## src/design/rsh_pkg.sv

```systemverilog
// Package for the homing block: register map, mode codes, field layouts.
// Assumes an APB slave with 32-bit data and one word per register.
package rsh_pkg;

  localparam logic [7:0] RSH_A_CMD     = 8'h00;
  localparam logic [7:0] RSH_A_MODE    = 8'h04;
  localparam logic [7:0] RSH_A_SSPEED  = 8'h08;
  localparam logic [7:0] RSH_A_CSPEED  = 8'h0c;
  localparam logic [7:0] RSH_A_STALL   = 8'h10;
  localparam logic [7:0] RSH_A_STATUS  = 8'h14;
  localparam logic [7:0] RSH_A_POS     = 8'h18;
  localparam logic [7:0] RSH_A_ZERO    = 8'h1c;
  localparam logic [7:0] RSH_A_LOAD    = 8'h20;
  localparam logic [7:0] RSH_A_IRQST   = 8'h24;
  localparam logic [7:0] RSH_A_IRQMSK  = 8'h28;

  // Command word: opcode in low byte, action in next byte
  localparam logic [7:0] RSH_OPCODE    = 8'h0d;
  localparam logic [1:0] RSH_ACT_START = 2'h0;
  localparam logic [1:0] RSH_ACT_STOP  = 2'h1;

  localparam logic [7:0] RSH_M_LEFT     = 8'h01;
  localparam logic [7:0] RSH_M_LEFT2    = 8'h04;
  localparam logic [7:0] RSH_M_HNEG     = 8'h05;
  localparam logic [7:0] RSH_M_HPOS     = 8'h06;
  localparam logic [7:0] RSH_M_HNEG_FR  = 8'h07;
  localparam logic [7:0] RSH_M_HPOS_FR  = 8'h08;
  localparam int         RSH_BIT_RIGHT  = 6;
  localparam int         RSH_BIT_INV    = 7;

  localparam logic [15:0] RSH_SSPEED_RST = 16'h0100;
  localparam logic [15:0] RSH_CSPEED_RST = 16'h0010;
  localparam logic [9:0]  RSH_STALL_RST  = 10'h000;
  localparam logic [15:0] RSH_VMIN_RST   = 16'h0000;

  // Interrupt status bits
  localparam int RSH_IRQ_DONE  = 0;
  localparam int RSH_IRQ_STALL = 1;
  localparam int RSH_IRQ_STOP  = 2;
  localparam int RSH_IRQ_W     = 3;

  typedef struct packed {
    logic home;
    logic left;
    logic right;
  } rsh_sw_s;

  typedef struct packed {
    logic        step;
    logic        dir;
  } rsh_mot_s;

  typedef enum logic [2:0] {
    RSH_IDLE, RSH_SEEK, RSH_LEAVE, RSH_BACK, RSH_REENTER, RSH_SETZERO,
    RSH_DONE
  } rsh_state_e;

endpackage : rsh_pkg

```

## src/design/rsh_homing.sv

```systemverilog
// Homing sequencer for one stepper axis, with APB register access.
// Assumes switch and load inputs are asynchronous to pclk; step pulses
// are one pclk wide unless the rate is 0, and rate-divided by the speed registers.
//
// Operation
// RQ1: Homing runs as a state machine that opcode 13 starts, stops and reports.
// RQ2: End-switch auto-stop settings have no effect while homing runs.
// RQ3: Until the switch is first seen the motor steps at the search speed.
// RQ4: After the hit it creeps off the switch, re-enters from the other side and zeroes at the midpoint.
// RQ5: The release and re-enter phase steps at the calibration speed.
// RQ6: The mode comes from the mode register; mode 1 homes on the left end switch.
// RQ7: Mode 4 reaches the left end switch from both sides and zeroes at its middle.
// RQ8: Mode 5 seeks home going negative and reverses on the left end switch.
// RQ9: Mode 6 seeks home going positive and reverses on the right end switch.
// RQ10: Mode 7 seeks home going negative, ignores end switches, zeroes at its middle.
// RQ11: Mode 8 seeks home going positive, ignores end switches, zeroes at its middle.
// RQ12: Adding 64 to mode 1 or 4 uses the right end switch instead of the left.
// RQ13: Adding 128 to modes 5 to 8 inverts the home switch polarity.
// RQ14: With stall detection on, a load reading at or below threshold halts the motor.
// RQ15: The load reading falls linearly with load and is zero at full load.
// RQ16: Done is reported only after zero is written, and stop halts a search.
//
// Local design decisions: the register addresses and the APB slave port.
`timescale 1ns/100ps
module rsh_homing
  import rsh_pkg::*;
#(
  parameter int SPW = 16
) (
  input  wire logic        pclk,
  input  wire logic        presetn,
  input  wire logic        psel,
  input  wire logic        penable,
  input  wire logic        pwrite,
  input  wire logic [7:0]  paddr,
  input  wire logic [31:0] pwdata,
  output logic      [31:0] prdata,
  output logic             pready,
  output logic             pslverr,
  input  wire rsh_sw_s     sw_in,
  input  wire logic [9:0]  load_in,
  input  wire logic [15:0] speed_now,
  output rsh_mot_s         mot,
  output logic             busy,
  output logic             irq
);

  rsh_sw_s     sw_s1_reg, sw_s2_reg;
  logic [9:0]  ld_s1_reg, ld_s2_reg;
  logic [7:0]  mode_reg;
  logic [SPW-1:0] sspeed_reg, cspeed_reg;
  logic [9:0]  stall_thr_reg;
  logic        stall_en_reg;
  logic [15:0] vmin_reg;
  logic [31:0] pos_reg, zero_reg, edge_a_reg;
  logic [SPW-1:0] div_reg;
  logic [RSH_IRQ_W-1:0] irq_st_reg, irq_msk_reg;
  logic        start_p, stop_p, st_rd;
  rsh_state_e  state_reg;
  logic        dir_reg, fail_reg;
  logic        moving, tick, sw_hit, rev_hit, stall_hit, use_right;
  logic [7:0]  base_mode;
  logic [SPW-1:0] rate;
  logic        apb_acc;

  // Two-stage capture of asynchronous inputs
  always_ff @(posedge pclk or negedge presetn) begin
    if (!presetn) begin
      sw_s1_reg <= '0;
      sw_s2_reg <= '0;
      ld_s1_reg <= '0;
      ld_s2_reg <= '0;
    end else begin
      sw_s1_reg <= sw_in;
      sw_s2_reg <= sw_s1_reg;
      ld_s1_reg <= load_in;
      ld_s2_reg <= ld_s1_reg;
    end
  end

  assign apb_acc = psel && penable;
  assign start_p = apb_acc && pwrite && paddr == RSH_A_CMD &&
                   pwdata[7:0] == RSH_OPCODE &&
                   pwdata[9:8] == RSH_ACT_START; // RQ1
  assign stop_p  = apb_acc && pwrite && paddr == RSH_A_CMD &&
                   pwdata[7:0] == RSH_OPCODE &&
                   pwdata[9:8] == RSH_ACT_STOP; // RQ1
  assign st_rd   = apb_acc && !pwrite && paddr == RSH_A_IRQST;

  always_ff @(posedge pclk or negedge presetn) begin
    if (!presetn) begin
      mode_reg      <= RSH_M_LEFT;
      sspeed_reg    <= SPW'(RSH_SSPEED_RST);
      cspeed_reg    <= SPW'(RSH_CSPEED_RST);
      stall_thr_reg <= RSH_STALL_RST;
      stall_en_reg  <= 1'b0;
      vmin_reg      <= RSH_VMIN_RST;
      irq_msk_reg   <= '0;
    end else if (apb_acc && pwrite) begin
      case (paddr)
        RSH_A_MODE:   mode_reg <= pwdata[7:0]; // RQ6
        RSH_A_SSPEED: sspeed_reg <= pwdata[SPW-1:0];
        RSH_A_CSPEED: cspeed_reg <= pwdata[SPW-1:0];
        RSH_A_STALL: begin
          stall_thr_reg <= pwdata[9:0];
          stall_en_reg  <= pwdata[31];
          vmin_reg      <= pwdata[30:15];
        end
        RSH_A_IRQMSK: irq_msk_reg <= pwdata[RSH_IRQ_W-1:0];
        default: ;
      endcase
    end
  end

  // Zero-wait slave; unmapped addresses answer with pslverr
  always_ff @(posedge pclk or negedge presetn) begin
    if (!presetn) begin
      prdata  <= '0;
      pready  <= 1'b0;
      pslverr <= 1'b0;
    end else begin
      pready  <= psel && !penable;
      pslverr <= 1'b0;
      if (psel && !penable) begin
        prdata <= '0;
        case (paddr)
          RSH_A_CMD:    prdata <= {29'h0, fail_reg, busy,
                                   state_reg == RSH_DONE}; // RQ1
          RSH_A_MODE:   prdata <= {24'h0, mode_reg};
          RSH_A_SSPEED: prdata <= 32'(sspeed_reg);
          RSH_A_CSPEED: prdata <= 32'(cspeed_reg);
          RSH_A_STALL:  prdata <= {stall_en_reg, vmin_reg, 5'h0,
                                   stall_thr_reg};
          RSH_A_STATUS: prdata <= {29'h0, sw_s2_reg};
          RSH_A_POS:    prdata <= pos_reg;
          RSH_A_ZERO:   prdata <= zero_reg;
          RSH_A_LOAD:   prdata <= {22'h0, ld_s2_reg}; // RQ15
          RSH_A_IRQST:  prdata <= 32'(irq_st_reg);
          RSH_A_IRQMSK: prdata <= 32'(irq_msk_reg);
          default:      pslverr <= 1'b1;
        endcase
      end
    end
  end

  assign use_right = mode_reg[RSH_BIT_RIGHT]; // RQ12
  assign base_mode = mode_reg & 8'h3f & ~(8'h1 << RSH_BIT_INV);
  // Home polarity is flipped only in the home-switch modes
  always_comb begin
    sw_hit  = 1'b0;
    rev_hit = 1'b0;
    case (base_mode)
      RSH_M_LEFT, RSH_M_LEFT2:
        sw_hit = use_right ? sw_s2_reg.right : sw_s2_reg.left; // RQ6 RQ12
      RSH_M_HNEG: begin
        sw_hit  = sw_s2_reg.home ^ mode_reg[RSH_BIT_INV]; // RQ13
        rev_hit = sw_s2_reg.left; // RQ8
      end
      RSH_M_HPOS: begin
        sw_hit  = sw_s2_reg.home ^ mode_reg[RSH_BIT_INV]; // RQ13
        rev_hit = sw_s2_reg.right; // RQ9
      end
      RSH_M_HNEG_FR, RSH_M_HPOS_FR:
        sw_hit = sw_s2_reg.home ^ mode_reg[RSH_BIT_INV]; // RQ10 RQ11
      default: ;
    endcase
  end

  // Stall counts only above the minimum speed
  assign stall_hit = stall_en_reg && speed_now > vmin_reg &&
                     ld_s2_reg <= stall_thr_reg; // RQ14 RQ15

  assign moving = state_reg inside {RSH_SEEK, RSH_LEAVE, RSH_BACK,
                                    RSH_REENTER};
  assign rate   = state_reg == RSH_SEEK ? sspeed_reg : cspeed_reg; // RQ3 RQ5
  assign tick   = moving && div_reg == '0;

  always_ff @(posedge pclk or negedge presetn) begin
    if (!presetn) begin
      div_reg <= '0;
    end else if (!moving || div_reg == '0) begin
      div_reg <= rate;
    end else begin
      div_reg <= div_reg - SPW'(1);
    end
  end

  // End-switch auto-stop is not consulted here at all
  always_ff @(posedge pclk or negedge presetn) begin
    if (!presetn) begin
      state_reg  <= RSH_IDLE;
      dir_reg    <= 1'b0;
      fail_reg   <= 1'b0;
      edge_a_reg <= '0;
      zero_reg   <= '0;
    end else if (stop_p || (moving && stall_hit)) begin
      state_reg <= RSH_IDLE; // RQ14 RQ16
      fail_reg  <= 1'b1;
    end else begin
      case (state_reg)
        RSH_IDLE, RSH_DONE: if (start_p) begin // RQ1 RQ2
          state_reg <= RSH_SEEK;
          fail_reg  <= 1'b0;
          dir_reg   <= base_mode == RSH_M_HPOS ||
                       base_mode == RSH_M_HPOS_FR ||
                       (base_mode inside {RSH_M_LEFT, RSH_M_LEFT2}
                        && use_right); // RQ9 RQ11 RQ12
        end
        RSH_SEEK: begin
          if (sw_hit) begin
            state_reg  <= RSH_LEAVE; // RQ3 RQ4
            edge_a_reg <= pos_reg;
          end else if (rev_hit) begin
            // Point away from the end switch; a toggle would chatter
            dir_reg <= base_mode == RSH_M_HNEG; // RQ8 RQ9
          end
        end
        RSH_LEAVE: if (!sw_hit) begin // RQ4
          state_reg <= RSH_BACK;
          dir_reg   <= ~dir_reg;
        end
        RSH_BACK: if (sw_hit) begin
          // Crossing back in: keep going to far edge
          state_reg  <= RSH_REENTER; // RQ7
          edge_a_reg <= pos_reg;
        end
        RSH_REENTER: if (!sw_hit) begin // RQ4 RQ7 RQ10 RQ11
          state_reg <= RSH_SETZERO;
        end
        RSH_SETZERO: begin
          zero_reg  <= 32'(($signed(edge_a_reg) + $signed(pos_reg)) >>> 1);
          state_reg <= RSH_DONE; // RQ16
        end
        default: state_reg <= RSH_IDLE;
      endcase
    end
  end

  always_ff @(posedge pclk or negedge presetn) begin
    if (!presetn) begin
      pos_reg  <= '0;
    end else begin
      if (tick) begin // RQ3 RQ5
        pos_reg <= dir_reg ? pos_reg + 32'h1 : pos_reg - 32'h1;
      end
    end
  end

  always_ff @(posedge pclk or negedge presetn) begin
    if (!presetn) begin
      busy <= 1'b0;
      mot  <= '0;
    end else begin
      busy <= moving || state_reg == RSH_SETZERO;
      mot  <= '{step: tick, dir: dir_reg};
    end
  end

  // Set wins over read-clear
  always_ff @(posedge pclk or negedge presetn) begin
    if (!presetn) begin
      irq_st_reg <= '0;
      irq        <= 1'b0;
    end else begin
      irq_st_reg <= (st_rd ? '0 : irq_st_reg) |
                    {RSH_IRQ_W{1'b0}} |
                    (RSH_IRQ_W'(state_reg == RSH_SETZERO) << RSH_IRQ_DONE) |
                    (RSH_IRQ_W'(moving && stall_hit) << RSH_IRQ_STALL) |
                    (RSH_IRQ_W'(stop_p) << RSH_IRQ_STOP);
      irq <= |(irq_st_reg & irq_msk_reg);
    end
  end

  chk_done_after_zero: assert property (@(posedge pclk) disable iff (!presetn)
    state_reg == RSH_SETZERO |=> state_reg == RSH_DONE ||
    $past(stop_p)) else $error("done not after zero"); // RQ16
  chk_stop_halts: assert property (@(posedge pclk) disable iff (!presetn)
    stop_p |=> state_reg == RSH_IDLE ##1 !busy)
    else $error("stop did not halt"); // RQ16
  chk_start_seek: assert property (@(posedge pclk) disable iff (!presetn)
    start_p && state_reg == RSH_IDLE && !stall_hit |=> state_reg == RSH_SEEK)
    else $error("start ignored"); // RQ1
  chk_stall_stop: assert property (@(posedge pclk) disable iff (!presetn)
    moving && stall_hit && !stop_p |=> state_reg == RSH_IDLE && fail_reg)
    else $error("stall not stopped"); // RQ14
  chk_seek_rate: assert property (@(posedge pclk) disable iff (!presetn)
    state_reg == RSH_SEEK |-> rate == sspeed_reg)
    else $error("wrong search speed"); // RQ3
  chk_cal_rate: assert property (@(posedge pclk) disable iff (!presetn)
    state_reg inside {RSH_LEAVE, RSH_BACK, RSH_REENTER} |-> rate == cspeed_reg)
    else $error("wrong calibration speed"); // RQ5
  chk_seek_hit: assert property (@(posedge pclk) disable iff (!presetn)
    state_reg == RSH_SEEK && sw_hit && !stop_p && !stall_hit
    |=> state_reg == RSH_LEAVE) else $error("hit missed"); // RQ4
  chk_mode5_rev: assert property (@(posedge pclk) disable iff (!presetn)
    state_reg == RSH_SEEK && base_mode == RSH_M_HNEG && rev_hit && !sw_hit
    && !stop_p && !stall_hit |=> dir_reg)
    else $error("no reversal"); // RQ8
  chk_step_pulse: assert property (@(posedge pclk) disable iff (!presetn)
    mot.step |=> !mot.step || rate == '0) else $error("step too long"); // RQ3

endmodule : rsh_homing

```

## config.mk

```make
export PLATFORM = sky130hd
export DESIGN_NAME = rsh_homing
export DESIGN_NICKNAME = d
export VERILOG_FILES = /design/src/design/rsh_pkg.sv /design/src/design/rsh_homing.sv
export SDC_FILE = /design/constraint.sdc
export NUM_CORES = 1
export LEC_CHECK = 0
export BUFFER_PORTS_ARGS = -buffer_cell sky130_fd_sc_hd__buf_2
export CAP_MARGIN = 0
export CORE_UTILIZATION = 25
export DETAILED_ROUTE_END_ITERATION = 12
export PLACE_DENSITY = 0.45
export SLEW_MARGIN = 20
export SYNTH_ARGS = -nofsm -noshare
export SYNTH_HDL_FRONTEND = slang
export SYNTH_SLANG_ARGS = --single-unit
```

## constraint.sdc

```tcl
create_clock -name pclk -period 4.04 [get_ports pclk]
set_clock_uncertainty 0.05 [all_clocks]
set_input_delay 0.202 -clock pclk [delete_from_list [all_inputs] [get_ports pclk]]
set_output_delay 0.202 -clock pclk [all_outputs]
set_load 0.01 [all_outputs]
```

[Yosys cells after proc, flatten, opt, wreduce, memory -nomap -nowiden]
Index checks and enable logic that the tools add are counted.
Cells by class
  add/sub/neg operators: 4
  order comparisons: 2
  equality and inequality tests: 33
  muxes and demuxes: 25
  bitwise gates (word level): 7
  reduce and logical (&&, ||, !) cells: 47
Operator list (number)
  one-hot mux 32 bit (11 select lines): 1
  adder 32 x 1 -> 32 bit, second input constant: 1
  adder 32 bit: 1
  equality test 8 x 5 -> 1 bit, second input constant: 4
  two-way mux 16 bit: 2
  two-way mux 32 bit: 1
  subtractor 32 x 1 -> 32 bit, second input constant: 1
  equality test 6 x 3 -> 1 bit, second input constant: 4
  equality test 8 x 4 -> 1 bit, second input constant: 3
  equality test 8 x 6 -> 1 bit, second input constant: 3
  two-way mux 3 bit: 7
  one-hot mux 3 bit (6 select lines): 1
  greater-than comparator 16 bit: 1
  zero test 16 bit: 1
  subtractor 16 x 1 -> 16 bit, second input constant: 1
  logical AND 1 bit: 14
  AND reduction 2 bit: 7
  inequality test 3 x 2 -> 1 bit, second input constant: 4
  OR reduction 11 bit: 1
  <= comparator 10 bit: 1
  two-way mux 1 bit: 10
  equality test 3 bit, second input constant: 3
  equality test 8 x 3 -> 1 bit, second input constant: 1
  zero test 8 bit: 1
  28 further kinds: 44
Word-level totals
  bits in registers: 253
  logic and storage cells: 148

[Logic depth before layout (Yosys ltp)]
Gate-level depths: netlist of run 1.
  depth in word-level cells: 8
  mapped depth: 13
  mapped depth without buffers: 10

[Worst setup path after synthesis of run 1]
Ideal clock, no wire load.
  path kind: register to register
  from: register dir_reg
  to: register pos_reg[28]
  library setup time: 0.069 ns
  arrival time: 3.438 ns
  data required time: 3.921 ns
  path slack: 0.483 ns
  cell stages (with the launch flop): 11
  buffers on the path: 0
  cells stage by stage: dfrtp_1 -> inv_1 -> ha_1 -> a21o_1 -> a21oi_1 -> a21bo_2 -> a21o_1 -> a2111oi_1 -> nor3_1 -> or4_1 -> nand3_1
On the way
  cells in the longest elaborated chain, start to end: 1
RTL lines
  start, declared: RTL line rsh_homing.sv:60  | logic dir_reg, fail_reg;
  start signal, assigned: RTL line rsh_homing.sv:204  | dir_reg <= base_mode == RSH_M_HPOS ||
  start signal, assigned: RTL line rsh_homing.sv:220  | dir_reg <= ~dir_reg;
  two-way mux 32 bit: RTL line rsh_homing.sv:244  | pos_reg <= dir_reg ? pos_reg + 32'h1 : pos_reg - 32'h1;
  end signal, assigned: RTL line rsh_homing.sv:244
  end, declared: RTL line rsh_homing.sv:55  | logic [31:0] pos_reg, zero_reg, edge_a_reg;
No other way between the ends.
A chain may end at the register's enable or synchronous reset.

[Worst setup path in the final report of run 1]
Ends and elaborated chain as after synthesis.

==> results of run 1 <==
[power by group through the flow]
| stage | sequential (mW) | clock [mW] | combinational (mW) |
|---|---|---|---|
| after floorplan | 3.08 | 0 | 1.40 |
| after global placement | 3.18 | 0 | 1.95 |
| after detailed placement | 3.19 | 0 | 1.97 |
| after CTS | 3.15 | 2.99 | 2.02 |
| after global routing | 3.19 | 3.08 | 2.25 |
| final | 3.15 | 2.91 | 2.01 |
[placed cells by master, fill, tap and decap left out, drive strengths merged, types with 7 or more instances in the layout]
cell type	netlist	routed
dfrtp	250	250
buf	10	136
nand2	128	128
mux2	106	106
nor2	99	99
a21oi	93	93
ha	88	88
o21ai	86	86
inv	54	54
dlygate4sd3	0	52
clkbuf	51	39
a222oi	34	34
xor2	33	33
a21o	31	31
xnor2	25	25
nand3	23	23
nor3	22	22
a22oi	21	21
nand4	19	19
mux2i	16	16
a211oi	14	14
a31oi	14	14
nand3b	12	12
o31ai	12	12
nor2b	11	11
a41oi	9	9
or2	9	9
a221oi	9	9
o21a	9	9
nand2b	9	9
clkinv	0	9
nor4	8	8
nor3b	8	8
and3	7	7
o211ai	7	7
and2	7	7
or3	7	7
[cell type report]
type                            count  area [um^2]
Fill cell                        5902        39000
Sequential cell                   253         6330
Inverter                           54          203
Tap cell                          756          946
Timing Repair Buffer              188         1300
Clock buffer                       39          866
Multi-Input combinational cell   1043         7520
Clock inverter                     17          206
[worst register-to-register path: cells and delay by family, from the launching register on]
family,cells,cell delay (ns)
AO/OA/AOI/OAI,5,1.13
buffers and inverters,3,0.85
AND/OR/NAND/NOR,3,0.64
adder cells (fa/ha/maj),1,0.39
flip-flops,1,0.38
[metal layers]
metal | wire, um | share of wire (%)
met1 | 21000 | 47
met3 | 1870 | 4.2
met4 | 1050 | 2.4
met5 | 0 | 0
met2 | 20500 | 46
[synth_stat cells (25+ instances only)]
master and count:
ha_1 88, xnor2_1 25, nor2_1 99, a21oi_1 93
a222oi_1 34, clkbuf_1 51, nand2_1 128, mux2_2 106
inv_1 54, o21ai_0 86, dfrtp_1 250, a21o_1 31
xor2_1 33
[through the flow]
stage / instances / power, mW / area (um^2) / setup WS, ns / utilization (%)
6_report: 2350 / 8.07 / 17400 / 0.512 / 30.8
3_5_place_dp: 2242 / 5.16 / 15800 / 0.513 / 28.0
2_1_floorplan: 1411 / 4.48 / 14300 / 0.483 / -
3_3_place_gp: 2242 / 5.13 / 15800 / 0.483 / 28.0
5_1_grt: 2350 / 8.52 / 17400 / 0.244 / 30.8
4_1_cts: 2350 / 8.16 / 17400 / 0.493 / 30.8
[logic make-up (layout without fill, tap and decap cells)]
kind of cell / after synthesis / in the layout / share of synthesized area [%]
muxes: 122 / 122 / 9.48
DFF: 253 / 253 / 44.4
adders and majority gates: 90 / 90 / 7.99
AOI/OAI and AO/OA: 384 / 384 / 18.1
and+or+nand+nor: 389 / 389 / 13.4
xor gates and xnor gates: 58 / 58 / 3.56
buffers and inverters: 115 / 298 / 3.14
[worst paths after layout]
path / endpoint / startpoint / depth (start not counted) / slack (ns)
worst max register to register: pos_reg[28] / dir_reg / 12 / 0.51
min in group asynchronous: ld_s1_reg[6] / presetn / 2 / 0.17
worst max-delay path: pos_reg[28] / dir_reg / 12 / 0.51
worst min register to register: ld_s2_reg[6] / ld_s1_reg[6] / 0 / 0.30
max in group asynchronous: cspeed_reg[11] / presetn / 3 / 2.72
worst min-delay path: prdata[0] / penable / 4 / 0.05
[what timing repair did]
item | CTS | global route
buffers inserted | 0 | 0
hold endpoints to repair | 167 | 0
hold buffers | 52 | 0
==> run metrics, run 1 <==
path category of the worst min-delay check input pin to flip-flop; number of iterations in the first detailed-routing pass 9; standard-cell rows 87; number of hold violations in the final report 0; critical path class flip-flop to flip-flop; global-route track usage on met2 24.7%; fraction of power consumed by combinational cells between 20% and 30%; total CTS buffers 30; worst path buffer plus inverter count 3; Worst-Margin Slew between 0.9 and 1 ns; I/O Pins 112; kind of cell adding the most delay to the critical path compound AO/OA/AOI/OAI gates; remaining antenna violation count after routing 0; capturing element type of the critical path flip-flop; CTS-repair resized insts 0; cell count after synthesis 1,411; Inserted Diodes 0; internal cell power 5.44 mW; maximum achievable frequency about 280 MHz; clock input transition at the sequential cells of the worst setup and hold paths roughly 0.060 ns; net count of the mapped netlist ~1.6k; critical path fanouts, max 21; number of setup violations in the final report 0; post-route DRC violation count 0; proportion of register bits with asynchronous set or reset after synthesis 100%; portion of synthesized cell area occupied by the leading cell type between 40 and 50%; total congestion overflow after global routing 0; unrepaired setup endpoints after global routing no; core region area between 50,000 and 60,000 um^2; number of input and output port buffers inserted about 110; most utilized layer in the global route result met2; Total Wirelength approximately 44 mm; Clock Sink Count 253; die outline height around 240 um; initial core utilization about 25%; Slew Limit Headroom around a third; outcome completed; RePlAce Congestion about 0.85; portion of total power attributed to the clock network a little over a third; cells along the critical path inv_1 -> buf_4 -> ha_1 -> a21o_1 -> a211o_1 -> o2111ai_1 -> a32oi_1 -> a2111oi_1 -> buf_4 -> nor3_1 -> or4_1 -> nand3_1; library cells used by synthesis between 60 and 70; GRT met3 Usage under 10%; via count 11.7k; area of the mapped netlist roughly 14,000 um^2; max incr delay on CP between 0.4 and 0.5 ns; met1 Resource Use GR about a fifth; per-instance average area after synthesis ~10 um^2; CTS tree built; die width 241 um; critical path required time ~4.5 ns; detail-routed net length per standard cell ~19 um; DRC violation total after the first TritonRoute iteration around 920; share of the clock period used by the worst path between 80 and 90%; startpoint class of the critical path flip-flop; number of antenna violations at the first check in global routing 0; detail-routed via count per cell about 5.0; nets@finish 1,734; max-slew violations 0; estimated wirelength of the detail-placed design between 30 and 40 mm; share of post-route cells with drive strength above 1 around a fifth; clock root buffer master clkbuf_16; number of global-route vias before repair roughly 12k; predominant post-synthesis flop cell dfrtp_1; pin count of the biggest net entering global routing just under 100; number of synthesized register bits 253; H-tree level count 1; NetSw 2.63 mW; wire length of the first global-routing pass about 70 mm; library cell appearing most often on the critical path buf_4; area of the die ~58,000 um^2; Seq/Total Area, Yosys between 40 and 50%; arrival time worst endpoint about 4.0 ns; post-layout min period around 3.5 ns; maximum vdd drop just over 0.3 mV; top area cells in the synthesized netlist dfrtp_1, mux2_2, ha_1; count of flip-flops with a built-in enable after synthesis 0; accumulated negative setup slack 0 ns; switching power share of the total 32.6%; Leakage Power slightly below 8 nW; slowest stage cell on the critical path or4_1; global-route usage over all layers 15.2%; buffer levels on the longest clock path 3; part of the power in registers about two fifths; number of synthesis warnings 0; Max Cap Violations 0; areal power density over the cells 465 nW/um^2; leading area contributor after synthesis dfrtp_1; layout overhead on the synthesized area 21.7%; insertion delay of the later-clocked pin in the worst-skew pair roughly 0.57 ns; smallest hold slack 0.0469 ns
Note: power is estimated with default switching activity, not from simulation.
==> run 2: changes to the inputs <==
PLACE_DENSITY = 0.39   (was 0.45)
SKIP_CTS_REPAIR_TIMING = 1   (was unset)
==> run 2 against run 1 <==
Net effect:
- wire length increased by 5.9%
- non-clock buffer count increased by 5
- combinational power about the same
- die area did not move
- total power about the same
- register-to-register slack got worse by 0.04 ns
- sequential share of layout area is essentially flat
- sequential cell count is the same
- critical path depth decreased by 1
- cell area rose by 0.12%
==> run metrics, run 2 (synthesized netlist as in run 1, its figures left out) <==
Post-Place Worst Slack 0.530 ns (was 0.513 ns); arrival time worst endpoint 4.02 ns (was 3.98 ns); Worst-Margin Slew 1.06 ns (was 0.987 ns); reg-to-reg critical path endpoint pos_reg[28] (unchanged); initial core utilization 25.3% (unchanged); H-tree level count 1 (unchanged); capturing element type of the critical path flip-flop (unchanged); max incr delay on CP 0.60 ns (was 0.48 ns); met1 Resource Use GR 22.7% (was 21.0%); cells along the critical path inv_1 -> buf_4 -> ha_1 -> a21oi_1 -> a21bo_2 -> a21o_1 -> a2111oi_1 -> buf_4 -> nor3_1 -> or4_1 -> nand3_1 (was inv_1 -> buf_4 -> ha_1 -> a21o_1 -> a211o_1 -> o2111ai_1 -> a32oi_1 -> a2111oi_1 -> buf_4 -> nor3_1 -> or4_1 -> nand3_1); highest-count cells in the layout ignoring fill and taps dfrtp_1, nand2_1, buf_2 (unchanged); global-route usage over all layers 16.0% (was 15.2%); number of placed instances, taps included 2,246 (was 2,242); number of antenna violations at the first check in global routing 1 (was 0); Max Cap Violations 0 (unchanged); Total Wirelength 47.0 mm (was 44.4 mm); library cell appearing most often on the critical path buf_4 (unchanged); total power after layout 8.07 mW (about the same); final worst slack 0.470 ns (was 0.512 ns); maximum achievable frequency 280 MHz (was 283 MHz); die outline height 241 um (unchanged); part of the power in registers 39.0% (about the same); total congestion overflow after global routing 0 (unchanged); share of post-route cells with drive strength above 1 20.2% (was 20.1%); layout overhead on the synthesized area 21.8% (was 21.7%); via count 11.6k (was 11.7k); critical path fanouts, max 16 (was 21); number of setup violations in the final report 0 (unchanged); number of input and output port buffers inserted 111 (unchanged); critical path class flip-flop to flip-flop (unchanged); worst path buffer plus inverter count 3 (unchanged); Leakage Power 7.92 nW (was 7.91 nW); pin count of the biggest net entering global routing 120 (was 99); detail-routed via count per cell 4.91 (was 4.96); die width 241 um (unchanged); areal power density over the cells 464 nW/um^2 (was 465 nW/um^2); GRT met3 Usage 2.31% (was 2.13%); total CTS buffers 31 (was 30); post-layout min period 3.57 ns (was 3.53 ns); post-route DRC violation count 0 (unchanged); R2R setup slack 0.47 ns (was 0.51 ns); path category of the worst min-delay check input pin to async pin (was input pin to flip-flop); standard-cell rows 87 (unchanged); clock input transition at the sequential cells of the worst setup and hold paths 0.07 ns (was 0.06 ns); clock root buffer master clkbuf_16 (unchanged); maximum vdd drop 0.323 mV (was 0.303 mV); fraction of power consumed by combinational cells 25.3% (was 24.9%); CTS tree built (unchanged); max-slew violations 0 (unchanged); slowest stage cell on the critical path a2111oi_1 (was or4_1); RePlAce Congestion 0.851 (was 0.855); number of global-route vias before repair 11.3k (was 11.5k); core region area 56,400 um^2 (unchanged); nets@finish 1,740 (was 1,734); detail-routed net length per standard cell 19.9 um (was 18.9 um); final cell count without fillers 2,358 (was 2,350); portion of total power attributed to the clock network 35.7% (was 36.1%); internal cell power 5.39 mW (was 5.44 mW); accumulated negative setup slack 0 ns (unchanged); r2r startpoint dir_reg (unchanged); most utilized layer in the global route result met2 (unchanged); global-route track usage on met2 25.2% (was 24.7%); CP startpoint dir_reg (unchanged); estimated wirelength of the detail-placed design 34.5 mm (was 32.6 mm); Slew Limit Headroom 28.9% (was 33.9%); number of hold violations in the final report 0 (unchanged); NetSw 2.67 mW (was 2.63 mW); switching power share of the total 33.1% (was 32.6%); remaining antenna violation count after routing 0 (unchanged); buffer levels on the longest clock path 3 (unchanged); area of the die 58,100 um^2 (unchanged); critical path required time 4.49 ns (was 4.50 ns); unrepaired setup endpoints after global routing no (unchanged); startpoint class of the critical path flip-flop (unchanged); most common library cell in the layout ignoring fill and taps dfrtp_1 (unchanged); insertion delay of the later-clocked pin in the worst-skew pair 0.59 ns (was 0.57 ns); share of the clock period used by the worst path 88.4% (was 87.3%); DRC violation total after the first TritonRoute iteration 929 (was 922); number of iterations in the first detailed-routing pass 5 (was 9); I/O Pins 112 (unchanged); outcome completed (unchanged); kind of cell adding the most delay to the critical path compound AO/OA/AOI/OAI gates (unchanged); smallest hold slack 0.0318 ns (was 0.0469 ns); wire length of the first global-routing pass 70.5 mm (was 68.0 mm); Clock Sink Count 253 (unchanged); worst-case reg-to-reg path depth 11 (was 12)
## run 2: metrics by stage
step                      area (um^2)  util, %
after detailed placement        15800     28.0
after CTS                       16800     29.9
after global placement          15800     28.0
after global routing            17400     30.8
final                           17400     30.8
after floorplan                 14300        -
## run 2: final cells by class
cell class | count | area [um^2]
Timing Repair Buffer | 193 | 1340
Clock inverter | 14 | 161
Inverter | 54 | 203
Multi-Input combinational cell | 1043 | 7520
Antenna cell | 2 | 5.00
Fill cell | 5905 | 39000
Clock buffer | 43 | 881
Tap cell | 756 | 946
Sequential cell | 253 | 6330
## run 2: worst max-delay path by stage
stage | end | slack, ns | cells past startpoint
after floorplan | pos_reg[28] | 0.48 | 10
after global placement | pos_reg[28] | 0.59 | 11
after detailed placement | pos_reg[28] | 0.53 | 11
after CTS | pos_reg[28] | 0.49 | 11
after global routing | zero_reg[27] | 0.29 | 11
final | pos_reg[28] | 0.47 | 11
## run 2: power groups by stage
| stage | registers (mW) | clock network [mW] | logic, mW |
|---|---|---|---|
| final | 3.15 | 2.88 | 2.04 |
| after global routing | 3.19 | 3.08 | 2.28 |
| after CTS | 3.15 | 2.97 | 2.01 |
| after detailed placement | 3.19 | 0 | 2.00 |
| after global placement | 3.19 | 0 | 2.00 |
| after floorplan | 3.08 | 0 | 1.40 |
## run 2: per-layer routing
metal,part of all wire [%],wire length [um]
met4,1.8,841
met3,3.9,1840
met2,46,21500
met5,0,0
met1,49,22900
==> run 3: changes to the inputs <==
CTS_CLUSTER_SIZE = 20   (was unset)
MAX_ROUTING_LAYER = met4   (was unset)
==> run 3 against run 2 <==
Net effect:
- critical path depth is the same
- clock power is essentially flat
- final cell count is essentially flat
- die area is the same
- worst setup slack gained 0.027 ns
- wire length is essentially flat
- combinational power is essentially flat
- total power shrank 0.17%
- global-route usage grew 0.49 points
- non-clock buffer count shrank 1
- sequential power is essentially flat
- clock-buffer cell count is the same
==> run metrics, run 3 (synthesized netlist as in run 1, its figures left out) <==
outcome completed (unchanged); die outline height 241 um (unchanged); capturing element type of the critical path flip-flop (unchanged); total congestion overflow after global routing 0 (unchanged); number of setup violations in the final report 0 (unchanged); DRC violation total after the first TritonRoute iteration 854 (was 929); RePlAce Congestion 0.864 (was 0.851); insertion delay of the later-clocked pin in the worst-skew pair 0.59 ns (about the same); via count 11.6k (about the same); area post-placement 15,800 um^2 (unchanged); final std cell area, no fill 17,400 um^2 (about the same); worst-case reg-to-reg path depth 11 (unchanged); startpoint class of the critical path flip-flop (unchanged); pin count of the biggest net entering global routing 120 (unchanged); number of input and output port buffers inserted 111 (unchanged); final worst slack 0.497 ns (was 0.470 ns); core region area 56,400 um^2 (unchanged); number of cells traversed by the worst hold path 4; Leakage Power 7.90 nW (was 7.92 nW); standard-cell rows 87 (unchanged); H-tree level count 1 (unchanged); global-route usage over all layers 16.5% (was 16.0%); Hold EP pslverr; maximum achievable frequency 282 MHz (was 280 MHz); unrepaired setup endpoints after global routing no (unchanged); Slew Limit Headroom 29.1% (was 28.9%); die width 241 um (unchanged); CTS tree built (unchanged); number of hold violations in the final report 0 (unchanged); most common library cell in the layout ignoring fill and taps dfrtp_1 (unchanged); Clock Sink Count 253 (unchanged); post-route DRC violation count 0 (unchanged); Total Wirelength 47.0 mm (about the same); total CTS buffers 31 (unchanged); I/O Pins 112 (unchanged); R2R setup slack 0.50 ns (was 0.47 ns); critical path required time 4.49 ns (about the same); wire length of the first global-routing pass 70.6 mm (was 70.5 mm); number of iterations in the first detailed-routing pass 8 (was 5); nets@finish 1,739 (was 1,740); estimated wirelength of the detail-placed design 34.5 mm (unchanged); core occupancy in the finished layout 30.8% (about the same); area of combinational cells with multiple inputs 7520 um^2 (unchanged); smallest hold slack 0.0482 ns (was 0.0318 ns); share of the clock period used by the worst path 87.7% (was 88.4%); number of antenna violations at the first check in global routing 1 (unchanged); r2r startpoint dir_reg (unchanged); areal power density over the cells 464 nW/um^2 (about the same); detail-routed net length per standard cell 19.9 um (about the same); detail-routed via count per cell 4.90 (was 4.91); initial core utilization 25.3% (unchanged); maximum vdd drop 0.323 mV (about the same); highest-count cells in the layout ignoring fill and taps dfrtp_1, nand2_1, buf_2 (unchanged); Worst-Margin Slew 1.06 ns (about the same); share of post-route cells with drive strength above 1 20.1% (was 20.2%); post-layout min period 3.54 ns (was 3.57 ns); layout overhead on the synthesized area 21.6% (was 21.8%); reg-to-reg critical path endpoint pos_reg[28] (unchanged); sequential cell area in the final layout 6330 um^2 (unchanged); clock root buffer master clkbuf_16 (unchanged); path category of the worst min-delay check input pin to flip-flop (was input pin to async pin); critical path class flip-flop to flip-flop (unchanged); Hold Startpoint paddr[2]; accumulated negative setup slack 0 ns (unchanged); remaining antenna violation count after routing 0 (unchanged); Post-Place Worst Slack 0.530 ns (unchanged); clock input transition at the sequential cells of the worst setup and hold paths 0.06 ns (was 0.07 ns); Max Cap Violations 0 (unchanged); max-slew violations 0 (unchanged); buffer levels on the longest clock path 3 (unchanged); number of global-route vias before repair 11.3k (about the same); total of fill cells in the finished design 5,907 (was 5,905); arrival time worst endpoint 4.00 ns (was 4.02 ns); critical path fanouts, max 16 (unchanged); area of the die 58,100 um^2 (unchanged)
-- run 3: cell count changes in the layout (fill, tap and decap cells not counted) --
cell,change
buf_16,-1
-- run 3: worst max-delay path by stage --
stage / slack [ns] / depth (start not counted) / end / from
finish: 0.50 / 11 / pos_reg[28] / dir_reg
global route: 0.29 / 11 / zero_reg[27] / pos_reg[1]
CTS: 0.49 / 11 / pos_reg[28] / dir_reg
detailed placement: 0.53 / 11 / pos_reg[28] / dir_reg
global placement: 0.59 / 11 / pos_reg[28] / dir_reg
floorplan: 0.48 / 10 / pos_reg[28] / dir_reg
-- run 3: area by class of cell --
type | count | share of cell area, %
clock buffers | 43 | 5.07
well taps | 756 | 5.45
diodes | 2 | 0.0288
inverters | 54 | 1.17
multi-input cells | 1043 | 43.3
flip-flops and latches | 253 | 36.5
clock inverters | 14 | 0.930
repair buffers | 192 | 7.58
-- run 3: per-stage QoR --
step	power, mW	cells
3_5_place_dp	5.19	2246
3_3_place_gp	5.19	2246
5_1_grt	8.55	2356
6_report	8.05	2357
2_1_floorplan	4.48	1411
4_1_cts	8.12	2303
-- run 3: routing by layer --
layer / GRT usage, % / routed length, um / vias up
met5: - / 0 / -
met4: 4.14 / 837 / 0
met3: 2.30 / 1970 / 50
met2: 25.2 / 21500 / 216
met1: 22.7 / 22700 / 5697
li1: - / - / 5598
-- run 3: power by group --
| group | leakage, nW | switching [mW] | internal (mW) |
|---|---|---|---|
| combinational | 4.21 | 1.19 | 0.844 |
| sequential | 3.19 | 0.309 | 2.84 |
| clock | 0.499 | 1.17 | 1.71 |
| total | 7.90 | 2.66 | 5.39 |
-- run 3: worst max-delay path, cell delays in order (launching register included) --
cell and delay, ns:
dfrtp_1 0.37, inv_1 0.26, buf_4 0.31, ha_1 0.30
a21oi_1 0.22, a21bo_2 0.29, a21o_1 0.17, a2111oi_1 0.59
buf_4 0.23, nor3_1 0.07, or4_1 0.49, nand3_1 0.10
